### config.mk
export PLATFORM = sky130hd
export DESIGN_NAME = adc_diag_control_regs
export DESIGN_NICKNAME = d
export VERILOG_FILES = /design/src/design/cvt_pkg.sv /design/src/design/adc_diag_control_regs.sv /design/src/design/channel_sequencer.sv /design/src/design/sync2.sv
export SDC_FILE = /design/constraint.sdc
export NUM_CORES = 2
export LEC_CHECK = 0
export BUFFER_PORTS_ARGS = -buffer_cell sky130_fd_sc_hd__buf_4
export CORE_MARGIN = 2
export CORE_UTILIZATION = 50
export CTS_BUF_LIST = sky130_fd_sc_hd__clkbuf_8
export DETAILED_ROUTE_END_ITERATION = 8
export HOLD_SLACK_MARGIN = 0.12
export PLACE_DENSITY = 0.77
export SLEW_MARGIN = 15
export SYNTH_ARGS = -nofsm -noshare
export SYNTH_HDL_FRONTEND = slang
export SYNTH_SLANG_ARGS = --single-unit
export TNS_END_PERCENT = 5
### constraint.sdc
create_clock -name clk_in -period 40.7 [get_ports clk_in]
set_input_delay 8.14 -clock clk_in [delete_from_list [all_inputs] [get_ports clk_in]]
set_output_delay 8.14 -clock clk_in [all_outputs]
set_load 0.05 [all_outputs]
### src/design/cvt_pkg.sv
// register map, field positions, reset values and timing of the converter control registers
package cvt_pkg;
  // timing
  localparam int CLK_PERIOD_NS = 20;
  localparam int IGNORE_TIME_NS = 2000;
  localparam int IGNORE_CYCLES = (IGNORE_TIME_NS + CLK_PERIOD_NS - 1) / CLK_PERIOD_NS;
  localparam int MCLK_PERIOD_NS = 1000;
  localparam int MCLK_CYCLES = MCLK_PERIOD_NS / CLK_PERIOD_NS;
  localparam int IGN_W = $clog2(IGNORE_CYCLES + 1);
  localparam int DIV_W = $clog2(MCLK_CYCLES);
  localparam int CMD_BITS = 8;
  // register addresses
  localparam logic [5:0] A_STATUS = 6'h00;
  localparam logic [5:0] A_CONTROL = 6'h01;
  localparam logic [5:0] A_DATA = 6'h02;
  localparam logic [5:0] A_IOCON2 = 6'h04;
  localparam logic [5:0] A_ID = 6'h05;
  localparam logic [5:0] A_ERRFLAGS = 6'h06;
  localparam logic [5:0] A_ERREN = 6'h07;
  localparam logic [5:0] A_PULSES = 6'h08;
  localparam logic [5:0] A_CHAN0 = 6'h09;
  localparam logic [5:0] A_FILTER0 = 6'h21;
  localparam logic [5:0] A_OFFSET0 = 6'h29;
  localparam logic [5:0] A_GAIN0 = 6'h31;
  localparam logic [5:0] A_LAST = 6'h38;
  // reset values
  localparam logic [15:0] CONTROL_RESET = 16'h0000;
  localparam logic [23:0] ERR_FLAGS_RESET = 24'h00_0000;
  localparam logic [23:0] ERR_EN_RESET = 24'h00_0040;
  localparam logic [7:0] PULSES_RESET = 8'h00;
  localparam logic [15:0] CHAN0_RESET = 16'h8001;
  localparam logic [15:0] CHAN_RESET = 16'h0001;
  localparam logic [23:0] OFFSET_RESET = 24'h80_0000;
  localparam logic [23:0] GAIN_RESET = 24'h50_0000;
  // error flag and enable bit positions
  localparam int ERR_IGNORE = 6;
  localparam int ERR_SCLK = 5;
  localparam int ERR_READ = 4;
  localparam int ERR_WRITE = 3;
  localparam int EN_PULSE_COUNT = 22;
  // control fields
  localparam int CTL_CLK_LSB = 0;
  localparam int CTL_MODE_LSB = 2;
  localparam int CTL_POWER_LSB = 6;
  localparam int CTL_REF_EN = 8;
  localparam int CTL_DATA_STATUS = 10;
  localparam int CTL_CONT_RD = 11;
  // channel and command fields
  localparam int CH_EN = 15;
  localparam int CH_SETUP_LSB = 12;
  localparam int CMD_WEN = 7;
  localparam int CMD_RD = 6;
  // operating modes
  localparam logic [3:0] MODE_CONT = 4'h0;
  localparam logic [3:0] MODE_IDLE = 4'h4;
  localparam logic [3:0] MODE_INT_ZS = 4'h5;
  localparam logic [3:0] MODE_INT_FS = 4'h6;
  localparam logic [3:0] MODE_SYS_ZS = 4'h7;
  localparam logic [3:0] MODE_SYS_FS = 4'h8;

  typedef enum logic [1:0] {PH_IDLE, PH_CMD, PH_DATA, PH_DROP} phase_t;

  function automatic logic [1:0] reg_bytes(input logic [5:0] a);
    if (a == A_STATUS || a == A_ID || a == A_PULSES) return 2'h1;
    if (a == A_CONTROL || a == A_IOCON2 || (a >= A_CHAN0 && a < A_FILTER0)) return 2'h2;
    return 2'h3;
  endfunction: reg_bytes

  function automatic logic rd_ok(input logic [5:0] a);
    return a <= A_LAST;
  endfunction: rd_ok

  function automatic logic wr_ok(input logic [5:0] a);
    return a <= A_LAST && !(a == A_STATUS || a == A_DATA || a == A_ID || a == A_ERRFLAGS || a == A_PULSES);
  endfunction: wr_ok
endpackage: cvt_pkg

### src/design/adc_diag_control_regs.sv
// converter control, diagnostic flag and channel sequencing registers behind the serial port
`timescale 1ns/100ps
module adc_diag_control_regs #(
  parameter int NUM_CHAN = 16,
  parameter int NUM_SETUP = 8,
  parameter logic [23:0] GAIN_DEFAULT = cvt_pkg::GAIN_RESET
) (
  // clock and reset
  input wire logic clk_in,
  input wire logic rst_in,
  // serial port pins
  input wire logic sclk_in,
  input wire logic cs_n_in,
  input wire logic din_in,
  output logic dout_out,
  output logic dout_en_n_out,
  // converter core events
  input wire logic conv_done_in,
  input wire logic [23:0] conv_data_in,
  input wire logic cal_done_in,
  input wire logic [23:0] cal_coef_in,
  // converter core settings
  output logic [1:0] power_mode_out,
  output logic [3:0] op_mode_out,
  output logic [1:0] clock_select_out,
  output logic ref_enable_out,
  output logic [$clog2(NUM_CHAN)-1:0] active_channel_out,
  output logic [23:0] offset_coef_out,
  output logic [23:0] gain_coef_out,
  output logic error_out
);
  localparam int CW = $clog2(NUM_CHAN);
  localparam int SW = $clog2(NUM_SETUP);

  typedef struct packed {
    cvt_pkg::phase_t phase;
    logic sclk_q;
    logic rd;
    logic bad;
    logic ign;
    logic [5:0] addr;
    logic [5:0] bits;
    logic [5:0] need;
    logic [31:0] shin;
    logic [31:0] shout;
    logic dout;
    logic dout_en_n;
    logic [15:0] control;
    logic [23:0] err_en;
    logic [23:0] err_flags;
    logic status_err;
    logic rdy_n;
    logic [23:0] data;
    logic [7:0] pulses;
    logic [cvt_pkg::DIV_W-1:0] div;
    logic [cvt_pkg::IGN_W-1:0] ignore;
    logic [NUM_CHAN-1:0][15:0] chan;
    logic [NUM_SETUP-1:0][23:0] offset;
    logic [NUM_SETUP-1:0][23:0] gain;
    logic [CW-1:0] active;
    logic [23:0] cur_offset;
    logic [23:0] cur_gain;
  } state_t;
  state_t st;
  state_t next_st;

  logic [2:0] pins;
  logic sclk_s;
  logic cs_n_s;
  logic din_s;
  logic [NUM_CHAN-1:0] chan_en;
  logic [CW-1:0] seq_next;
  logic rise;
  logic fall;
  logic app;
  logic cnt_bad;
  logic bad_rd;
  logic bad_wr;
  logic wr_ign;
  logic err_clear;
  logic pulse_tick;
  logic [7:0] cmd;
  logic [1:0] nbytes;
  logic [23:0] wdata;
  logic [23:0] events;
  logic [7:0] status_b;
  logic [3:0] mode;
  logic [SW-1:0] cal_setup;

  sync2 #(.WIDTH(3), .RESET_VAL(3'h6)) pin_sync (
    .clk_in(clk_in),
    .rst_in(rst_in),
    .async_in({sclk_in, cs_n_in, din_in}),
    .sync_out(pins)
  );
  assign {sclk_s, cs_n_s, din_s} = pins;

  for (genvar g = 0; g < NUM_CHAN; g++) begin : g_en
    assign chan_en[g] = st.chan[g][cvt_pkg::CH_EN];
  end

  channel_sequencer #(.NUM_CHAN(NUM_CHAN)) seq (
    .enables_in(chan_en),
    .current_in(st.active),
    .next_out(seq_next)
  );

  // right-aligned contents of a readable register
  function automatic logic [23:0] read_value(input logic [5:0] a);
    logic [23:0] v;
    v = '0;
    if (a == cvt_pkg::A_STATUS) v = 24'(status_b);
    else if (a == cvt_pkg::A_CONTROL) v = 24'(st.control);
    else if (a == cvt_pkg::A_DATA) v = st.data;
    else if (a == cvt_pkg::A_ERRFLAGS) v = st.err_flags;
    else if (a == cvt_pkg::A_ERREN) v = st.err_en;
    else if (a == cvt_pkg::A_PULSES) v = 24'(st.pulses);
    else if (a >= cvt_pkg::A_CHAN0 && a < cvt_pkg::A_CHAN0 + NUM_CHAN) v = 24'(st.chan[CW'(a - cvt_pkg::A_CHAN0)]);
    else if (a >= cvt_pkg::A_OFFSET0 && a < cvt_pkg::A_OFFSET0 + NUM_SETUP) v = st.offset[SW'(a - cvt_pkg::A_OFFSET0)];
    else if (a >= cvt_pkg::A_GAIN0 && a < cvt_pkg::A_GAIN0 + NUM_SETUP) v = st.gain[SW'(a - cvt_pkg::A_GAIN0)];
    return v;
  endfunction: read_value

  always_comb begin
    next_st = st;
    rise = sclk_s & ~st.sclk_q;
    fall = ~sclk_s & st.sclk_q;
    cnt_bad = 1'b0;
    bad_rd = 1'b0;
    bad_wr = 1'b0;
    wr_ign = 1'b0;
    err_clear = 1'b0;
    cmd = {st.shin[6:0], din_s};
    wdata = {st.shin[22:0], din_s};
    nbytes = cvt_pkg::reg_bytes(cmd[5:0]);
    status_b = {st.rdy_n, st.status_err, 6'(st.active)};
    mode = st.control[cvt_pkg::CTL_MODE_LSB +: 4];
    cal_setup = st.chan[st.active][cvt_pkg::CH_SETUP_LSB +: SW];
    pulse_tick = (st.div == cvt_pkg::DIV_W'(cvt_pkg::MCLK_CYCLES - 1));
    app = cmd[cvt_pkg::CMD_RD] && cmd[5:0] == cvt_pkg::A_DATA && st.control[cvt_pkg::CTL_DATA_STATUS];
    next_st.sclk_q = sclk_s;
    // serial frame
    if (cs_n_s) begin
      if ((st.phase == cvt_pkg::PH_CMD || st.phase == cvt_pkg::PH_DATA) && st.bits != st.need) begin
        cnt_bad = 1'b1;
      end
      next_st.phase = cvt_pkg::PH_IDLE;
      next_st.dout_en_n = 1'b1;
      next_st.bits = '0;
    end else if (st.phase == cvt_pkg::PH_IDLE) begin
      next_st.bits = '0;
      next_st.bad = 1'b0;
      // a frame opened inside the reset window has its write dropped
      next_st.ign = (st.ignore != '0);
      next_st.rd = 1'b0;
      next_st.need = 6'(cvt_pkg::CMD_BITS);
      next_st.phase = cvt_pkg::PH_CMD;
      if (st.control[cvt_pkg::CTL_CONT_RD]) begin
        // frame is the result, with the status byte after it when enabled; no command byte
        next_st.phase = cvt_pkg::PH_DATA;
        next_st.rd = 1'b1;
        next_st.addr = cvt_pkg::A_DATA;
        next_st.need = st.control[cvt_pkg::CTL_DATA_STATUS] ? 6'(32) : 6'(24);
        next_st.shout = {st.data, st.control[cvt_pkg::CTL_DATA_STATUS] ? status_b : 8'h00};
        next_st.dout_en_n = 1'b0;
      end
    end else if (rise && st.phase != cvt_pkg::PH_DROP) begin
      next_st.shin = {st.shin[30:0], din_s};
      if (st.bits != 6'h3f) next_st.bits = st.bits + 6'h01;
      if (st.phase == cvt_pkg::PH_CMD && st.bits == st.need - 6'h01) begin
        if (cmd[cvt_pkg::CMD_WEN]) begin
          next_st.phase = cvt_pkg::PH_DROP;
        end else begin
          next_st.phase = cvt_pkg::PH_DATA;
          next_st.addr = cmd[5:0];
          next_st.rd = cmd[cvt_pkg::CMD_RD];
          next_st.need = 6'(8 * (1 + int'(nbytes) + int'(app)));
          if (cmd[cvt_pkg::CMD_RD]) begin
            bad_rd = !cvt_pkg::rd_ok(cmd[5:0]);
            next_st.shout = bad_rd ? '0 : 32'({read_value(cmd[5:0]), app ? status_b : 8'h00} << (8 * (3 - nbytes)));
            next_st.dout_en_n = 1'b0;
          end else begin
            bad_wr = !cvt_pkg::wr_ok(cmd[5:0]);
            next_st.bad = bad_wr;
          end
        end
      end else if (st.phase == cvt_pkg::PH_DATA && st.bits == st.need - 6'h01) begin
        if (st.rd) begin
          err_clear = (st.addr == cvt_pkg::A_ERRFLAGS);
          if (st.addr == cvt_pkg::A_DATA) next_st.rdy_n = 1'b1;
        end else if (!st.bad) begin
          if (st.ign) begin
            wr_ign = 1'b1;
          end else if (st.addr == cvt_pkg::A_CONTROL) begin
            next_st.control = wdata[15:0];
          end else if (st.addr == cvt_pkg::A_ERREN) begin
            next_st.err_en = wdata;
          end else if (st.addr >= cvt_pkg::A_CHAN0 && st.addr < cvt_pkg::A_CHAN0 + NUM_CHAN) begin
            next_st.chan[CW'(st.addr - cvt_pkg::A_CHAN0)] = wdata[15:0];
          end else if (st.addr >= cvt_pkg::A_OFFSET0 && st.addr < cvt_pkg::A_OFFSET0 + NUM_SETUP) begin
            next_st.offset[SW'(st.addr - cvt_pkg::A_OFFSET0)] = wdata;
          end else if (st.addr >= cvt_pkg::A_GAIN0 && st.addr < cvt_pkg::A_GAIN0 + NUM_SETUP) begin
            next_st.gain[SW'(st.addr - cvt_pkg::A_GAIN0)] = wdata;
          end
        end
      end
    end else if (fall && st.phase == cvt_pkg::PH_DATA && st.rd) begin
      next_st.dout = st.shout[31];
      next_st.shout = {st.shout[30:0], 1'b0};
    end
    // converter core
    if (conv_done_in) begin
      next_st.data = conv_data_in;
      next_st.rdy_n = 1'b0;
      if (mode == cvt_pkg::MODE_CONT) next_st.active = seq_next;
    end
    if (cal_done_in && mode >= cvt_pkg::MODE_INT_ZS && mode <= cvt_pkg::MODE_SYS_FS) begin
      if (mode == cvt_pkg::MODE_INT_ZS || mode == cvt_pkg::MODE_SYS_ZS) begin
        next_st.offset[cal_setup] = cal_coef_in;
      end else begin
        next_st.gain[cal_setup] = cal_coef_in;
      end
      next_st.control[cvt_pkg::CTL_MODE_LSB +: 4] = cvt_pkg::MODE_IDLE;
    end
    // pulse monitor and write-ignore window
    next_st.div = pulse_tick ? '0 : cvt_pkg::DIV_W'(st.div + 1'b1);
    if (pulse_tick && st.err_en[cvt_pkg::EN_PULSE_COUNT]) next_st.pulses = st.pulses + 8'h01;
    if (st.ignore != '0) next_st.ignore = st.ignore - 1'b1;
    // diagnostics: a new event wins over a read clear
    events = '0;
    events[cvt_pkg::ERR_IGNORE] = wr_ign;
    events[cvt_pkg::ERR_SCLK] = cnt_bad;
    events[cvt_pkg::ERR_READ] = bad_rd;
    events[cvt_pkg::ERR_WRITE] = bad_wr;
    next_st.err_flags = ((err_clear ? '0 : st.err_flags) | events) & next_st.err_en;
    next_st.status_err = |next_st.err_flags;
    next_st.cur_offset = next_st.offset[next_st.chan[next_st.active][cvt_pkg::CH_SETUP_LSB +: SW]];
    next_st.cur_gain = next_st.gain[next_st.chan[next_st.active][cvt_pkg::CH_SETUP_LSB +: SW]];
  end

  always_ff @(posedge clk_in or posedge rst_in) begin
    if (rst_in) begin
      st <= '0;
      st.sclk_q <= 1'b1;
      st.dout_en_n <= 1'b1;
      st.rdy_n <= 1'b1;
      st.control <= cvt_pkg::CONTROL_RESET;
      st.err_en <= cvt_pkg::ERR_EN_RESET;
      st.err_flags <= cvt_pkg::ERR_FLAGS_RESET;
      st.pulses <= cvt_pkg::PULSES_RESET;
      st.ignore <= cvt_pkg::IGN_W'(cvt_pkg::IGNORE_CYCLES);
      for (int i = 0; i < NUM_CHAN; i++) begin
        st.chan[i] <= (i == 0) ? cvt_pkg::CHAN0_RESET : cvt_pkg::CHAN_RESET;
      end
      for (int i = 0; i < NUM_SETUP; i++) begin
        st.offset[i] <= cvt_pkg::OFFSET_RESET;
        st.gain[i] <= GAIN_DEFAULT;
      end
      st.cur_offset <= cvt_pkg::OFFSET_RESET;
      st.cur_gain <= GAIN_DEFAULT;
    end else begin
      st <= next_st;
    end
  end

  assign dout_out = st.dout;
  assign dout_en_n_out = st.dout_en_n;
  assign power_mode_out = st.control[cvt_pkg::CTL_POWER_LSB +: 2];
  assign op_mode_out = st.control[cvt_pkg::CTL_MODE_LSB +: 4];
  assign clock_select_out = st.control[cvt_pkg::CTL_CLK_LSB +: 2];
  assign ref_enable_out = st.control[cvt_pkg::CTL_REF_EN];
  assign active_channel_out = st.active;
  assign offset_coef_out = st.cur_offset;
  assign gain_coef_out = st.cur_gain;
  assign error_out = st.status_err;
endmodule: adc_diag_control_regs

### src/design/channel_sequencer.sv
// next enabled channel in ascending order with wrap
`timescale 1ns/100ps
module channel_sequencer #(
  parameter int NUM_CHAN = 16
) (
  // channel enables and position
  input wire logic [NUM_CHAN-1:0] enables_in,
  input wire logic [$clog2(NUM_CHAN)-1:0] current_in,
  // next channel
  output logic [$clog2(NUM_CHAN)-1:0] next_out
);
  localparam int IW = $clog2(NUM_CHAN);

  // smallest forward step to an enabled channel wins; stays put when none
  always_comb begin
    next_out = current_in;
    for (int i = NUM_CHAN - 1; i >= 1; i--) begin
      if (enables_in[IW'((int'(current_in) + i) % NUM_CHAN)]) begin
        next_out = IW'((int'(current_in) + i) % NUM_CHAN);
      end
    end
  end
endmodule: channel_sequencer

### src/design/sync2.sv
// two-flop synchroniser for pin inputs
`timescale 1ns/100ps
module sync2 #(
  parameter int WIDTH = 1,
  parameter logic [WIDTH-1:0] RESET_VAL = '0
) (
  // clock and reset
  input wire logic clk_in,
  input wire logic rst_in,
  // pin side
  input wire logic [WIDTH-1:0] async_in,
  // clock side
  output logic [WIDTH-1:0] sync_out
);
  typedef struct packed {
    logic [WIDTH-1:0] s1;
    logic [WIDTH-1:0] s2;
  } sync_t;
  sync_t st;
  sync_t next_st;

  always_comb begin
    next_st.s1 = async_in;
    next_st.s2 = st.s1;
  end

  always_ff @(posedge clk_in or posedge rst_in) begin
    if (rst_in) begin
      st <= {RESET_VAL, RESET_VAL};
    end else begin
      st <= next_st;
    end
  end

  assign sync_out = st.s2;
endmodule: sync2

==> flow_metrics.py <==
metrics = {
    "cts": {
        "cts_tree": "yes",
        "clock_latency_ns": 0.85,
        "hold_buffers": 0,
        "cts-root-buf": "clkbuf_8",
        "clkTransAtPathRegs_ns": 0.05,
        "cts_buffer_depth": 3,
        "htreeDepth": 4,
        "cts_buffers": 148,
        "cts_sinks": 887,
        "cts_resized": 0,
        "post_cts_buffers": 0,
    },
    "sta": {
        "max_freq_mhz": 80.1,
        "slew_viol_final": 0,
        "fin_hold_ws_ns": 0.358,
        "slew_headroom_pct": 18.2,
        "setup_slack_ns": 28.21,
        "rsz0062_at_grt": "false",
        "finalSetupTns_ns": 0,
        "period_needed_ns": 12.49,
        "hold_viol_final": 0,
        "tightest_slew_ns": 1.22,
        "fin_skew_ns": 0.0567,
        "setup_viol": 0,
        "timing.final.crit_share_pct": 30.7,
    },
    "placement": {
        "dp.cells": 6161,
        "dpl.hpwl_microns": 103000,
        "place_ws_ns": 27.57,
        "finalWeightedCongestion": 0.964,
        "io_buffers": 118,
        "place_area_sq_mm": 0.0535,
    },
    "yosys": {
        "seq_area_frac_synth_pct": 42.6,
        "synth_area_leaders": "dfrtp_1 40%, mux4_2 9.1%, mux2i_1 9.0%",
        "syn_area_sq_mm": 0.0522,
        "synth-warning-count": 0,
        "synth_edf_count": 0,
        "synth_top_family_by_area": "multiplexers",
        "synth-seq-cells": 887,
        "synth_fp_nets": 5219,
        "post_synth_fa_ha_maj_area_fraction_pct": 0.719,
        "postSynthCellCount": 5134,
        "yosys.area_share.xor_xnor_pct": 0.812,
        "synth_compound_area_share_pct": 13.4,
        "synth-simple-area-share_pct": 14.0,
        "syn-mean-instance-area_sq_um": 10.2,
        "ys_types": 103,
        "async_reset_ff_share_pct": 100,
        "synthMuxAreaShare_pct": 23.3,
        "synth_ff_type": "dfrtp_1",
        "synth_top_area_share_pct": 39.9,
        "yosysTopAreaCell": "dfrtp_1",
        "yosysMostFrequentCell": "dfrtp_1",
        "synth_commonest_cells": "832 x dfrtp_1, 737 x nand2_1, 504 x o21ai_0, 472 x mux2i_1, 436 x clkbuf_1",
    },
    "critical_path": {
        "max_stage_delay_ns": 0.77,
        "crit_slowest_cell": "buf_4",
        "r2r_cells": 18,
        "worstSetupStartpointType": "input pin",
        "path_class": "in2reg",
        "worst_r2r_endpoint": "gain_coef_out[18]",
        "r2r-start": "active_channel_out[0]",
        "path_common_cell": "buf_4",
        "critical_path.cell_chain": "buf_4, nand3_1, nor3_1, o21ai_1, a311oi_1, nor2_1, inv_1, nand2_1, o32a_1, and3_2, buf_4, nor2_4, buf_4, a211oi_1, nor4_2",
        "crit_arrival_ns": 13.20,
        "cp.required_ns": 41.41,
        "crit_fanout": 76,
        "r2r_setup_slack_ns": 32.78,
        "end_kind": "flip-flop",
    },
    "detailed_routing": {
        "route.met2.wl_microns": 76000,
        "drt-initial-drc-count": 5681,
        "wl_microns": 169000,
        "highest_layer": "met5",
        "m1WireLength_microns": 64600,
        "drt-pass1-iter-count": 9,
        "wl_per_cell_microns": 26.3,
        "viasPerCell": 6.60,
        "dr_wl_met3_microns": 19800,
        "dr_total_vias": 42400,
        "ant_nets": 0,
        "drcViolationCount": 0,
    },
    "finish": {
        "drive_above_1_share_pct": 21.3,
        "syn_to_final_growth_pct": 8.15,
        "seq_area_sq_mm": 0.0223,
        "postLayoutCellArea_sq_mm": 0.0565,
        "post-route-util_pct": 54.6,
        "fillers": 8718,
        "multi_input_area_sq_mm": 0.0276,
        "final_cells": 6427,
        "final_nets": 5019,
    },
    "global_route": {
        "overflow": 0,
        "grt_pass1_wl_microns": 257000,
        "antenna_found_initial": 4,
        "grt_pass1_vias": 41900,
        "track_usage_pct": 31.2,
        "grt_max_degree": 177,
    },
    "floorplanning": {
        "die_area_sq_mm": 0.107,
        "io_pins": 119,
        "start_util_pct": 50.5,
        "dieWidth_microns": 327,
        "row_count": 118,
        "fp.dieH_microns": 327,
        "coreArea_sq_mm": 0.103,
    },
    "pwr": {
        "power_density_mw_per_mm2": 38.1,
        "peakVddDrop_mv": 0.0378,
        "finalPower_mw": 2.15,
        "power_leakage_nw": 22.3,
    },
    "min_path": {
        "hold_class": "reg2reg",
        "worstHoldStart": "pin_sync.next_st[1]",
        "holdPathStages": 0,
        "hold_end": "pin_sync.sync_out[1]",
    },
    "outcome": {
        "status": "completed",
    },
    "job": {
        "cap_violations": 0,
    },
}
cells in the final DEF, fill, tap and decap left out, types with 10 or more instances in the layout:
cell         n
nand2_1    736
nor3_1      26
and3_1      63
a211o_1     11
a21oi_1    195
a21boi_0    99
clkbuf_8   189
mux2_2     234
mux4_2     212
nor2_4      19
buf_4      231
a221oi_1    34
nor4_2      45
or3_1       11
a211oi_1   110
a2111oi_0   12
o31ai_1     10
dfrtp_1    826
o21ai_0    503
inv_1       93
mux2i_1    472
nor2b_1     17
nor4_1      14
dfstp_2     55
o211ai_1    25
nand4_1     11
a31oi_1     22
nand3_1    134
xnor2_1     22
and3b_1     98
xor2_1      17
nor2_1     240
ha_1        29
o221ai_1    11
flip-flops by register name, summed over array words and instances (netlist names), 2 cells and up:
register,cells
active_channel_out,4
chan_en,16
clock_select_out,2
cmd,7
gain_coef_out,24
offset_coef_out,24
op_mode_out,4
pin_sync.next_st,3
pin_sync.sync_out,3
power_mode_out,2
st,794
kinds of logic after synthesis:
family	count (synthesis)
AO/OA/AOI/OAI	1132
AND/OR/NAND/NOR	1497
adder cells (fa/ha/maj)	30
buffers and inverters	624
flip-flops	887
XOR/XNOR	45
multiplexers	919
power by group:
group	internal [mW]	switching [mW]	total [mW]
Combinational	0.131	0.316	0.447
Sequential	0.898	0.0154	0.914
Clock	0.416	0.379	0.794
critical path: cells and delay by family:
family,cells,cell delay [ns]
AO/OA/AOI/OAI,4,0.99
buffers and inverters,4,1.84
AND/OR/NAND/NOR,7,2.06
per-layer routing:
metal / up-vias / track usage (%)
li1: 18100 / -
met1: 20900 / 40.9
met2: 2738 / 47.5
met3: 617 / 8.76
met4: 6 / 15.8
met5: - / 0
worst max-delay path by stage:
stage	endpoint	from	depth (start not counted)
2_1_floorplan	active_channel_out[0]	rst_in	1
3_3_place_gp	gain_coef_out[23]	conv_done_in	15
3_5_place_dp	gain_coef_out[18]	conv_done_in	15
4_1_cts	gain_coef_out[18]	conv_done_in	15
5_1_grt	gain_coef_out[18]	conv_done_in	15
6_report	gain_coef_out[18]	conv_done_in	15
area by class of cell:
cell class	instances	area share, %
antenna	1	0.00443
clock buffer	189	4.61
clock inverter	73	0.587
inverter	38	0.266
multi-input combinational	3623	48.8
sequential	887	39.4
tap	1380	3.06
timing repair buffer	236	3.25
No activity file was read; power rests on OpenSTA's default activity.
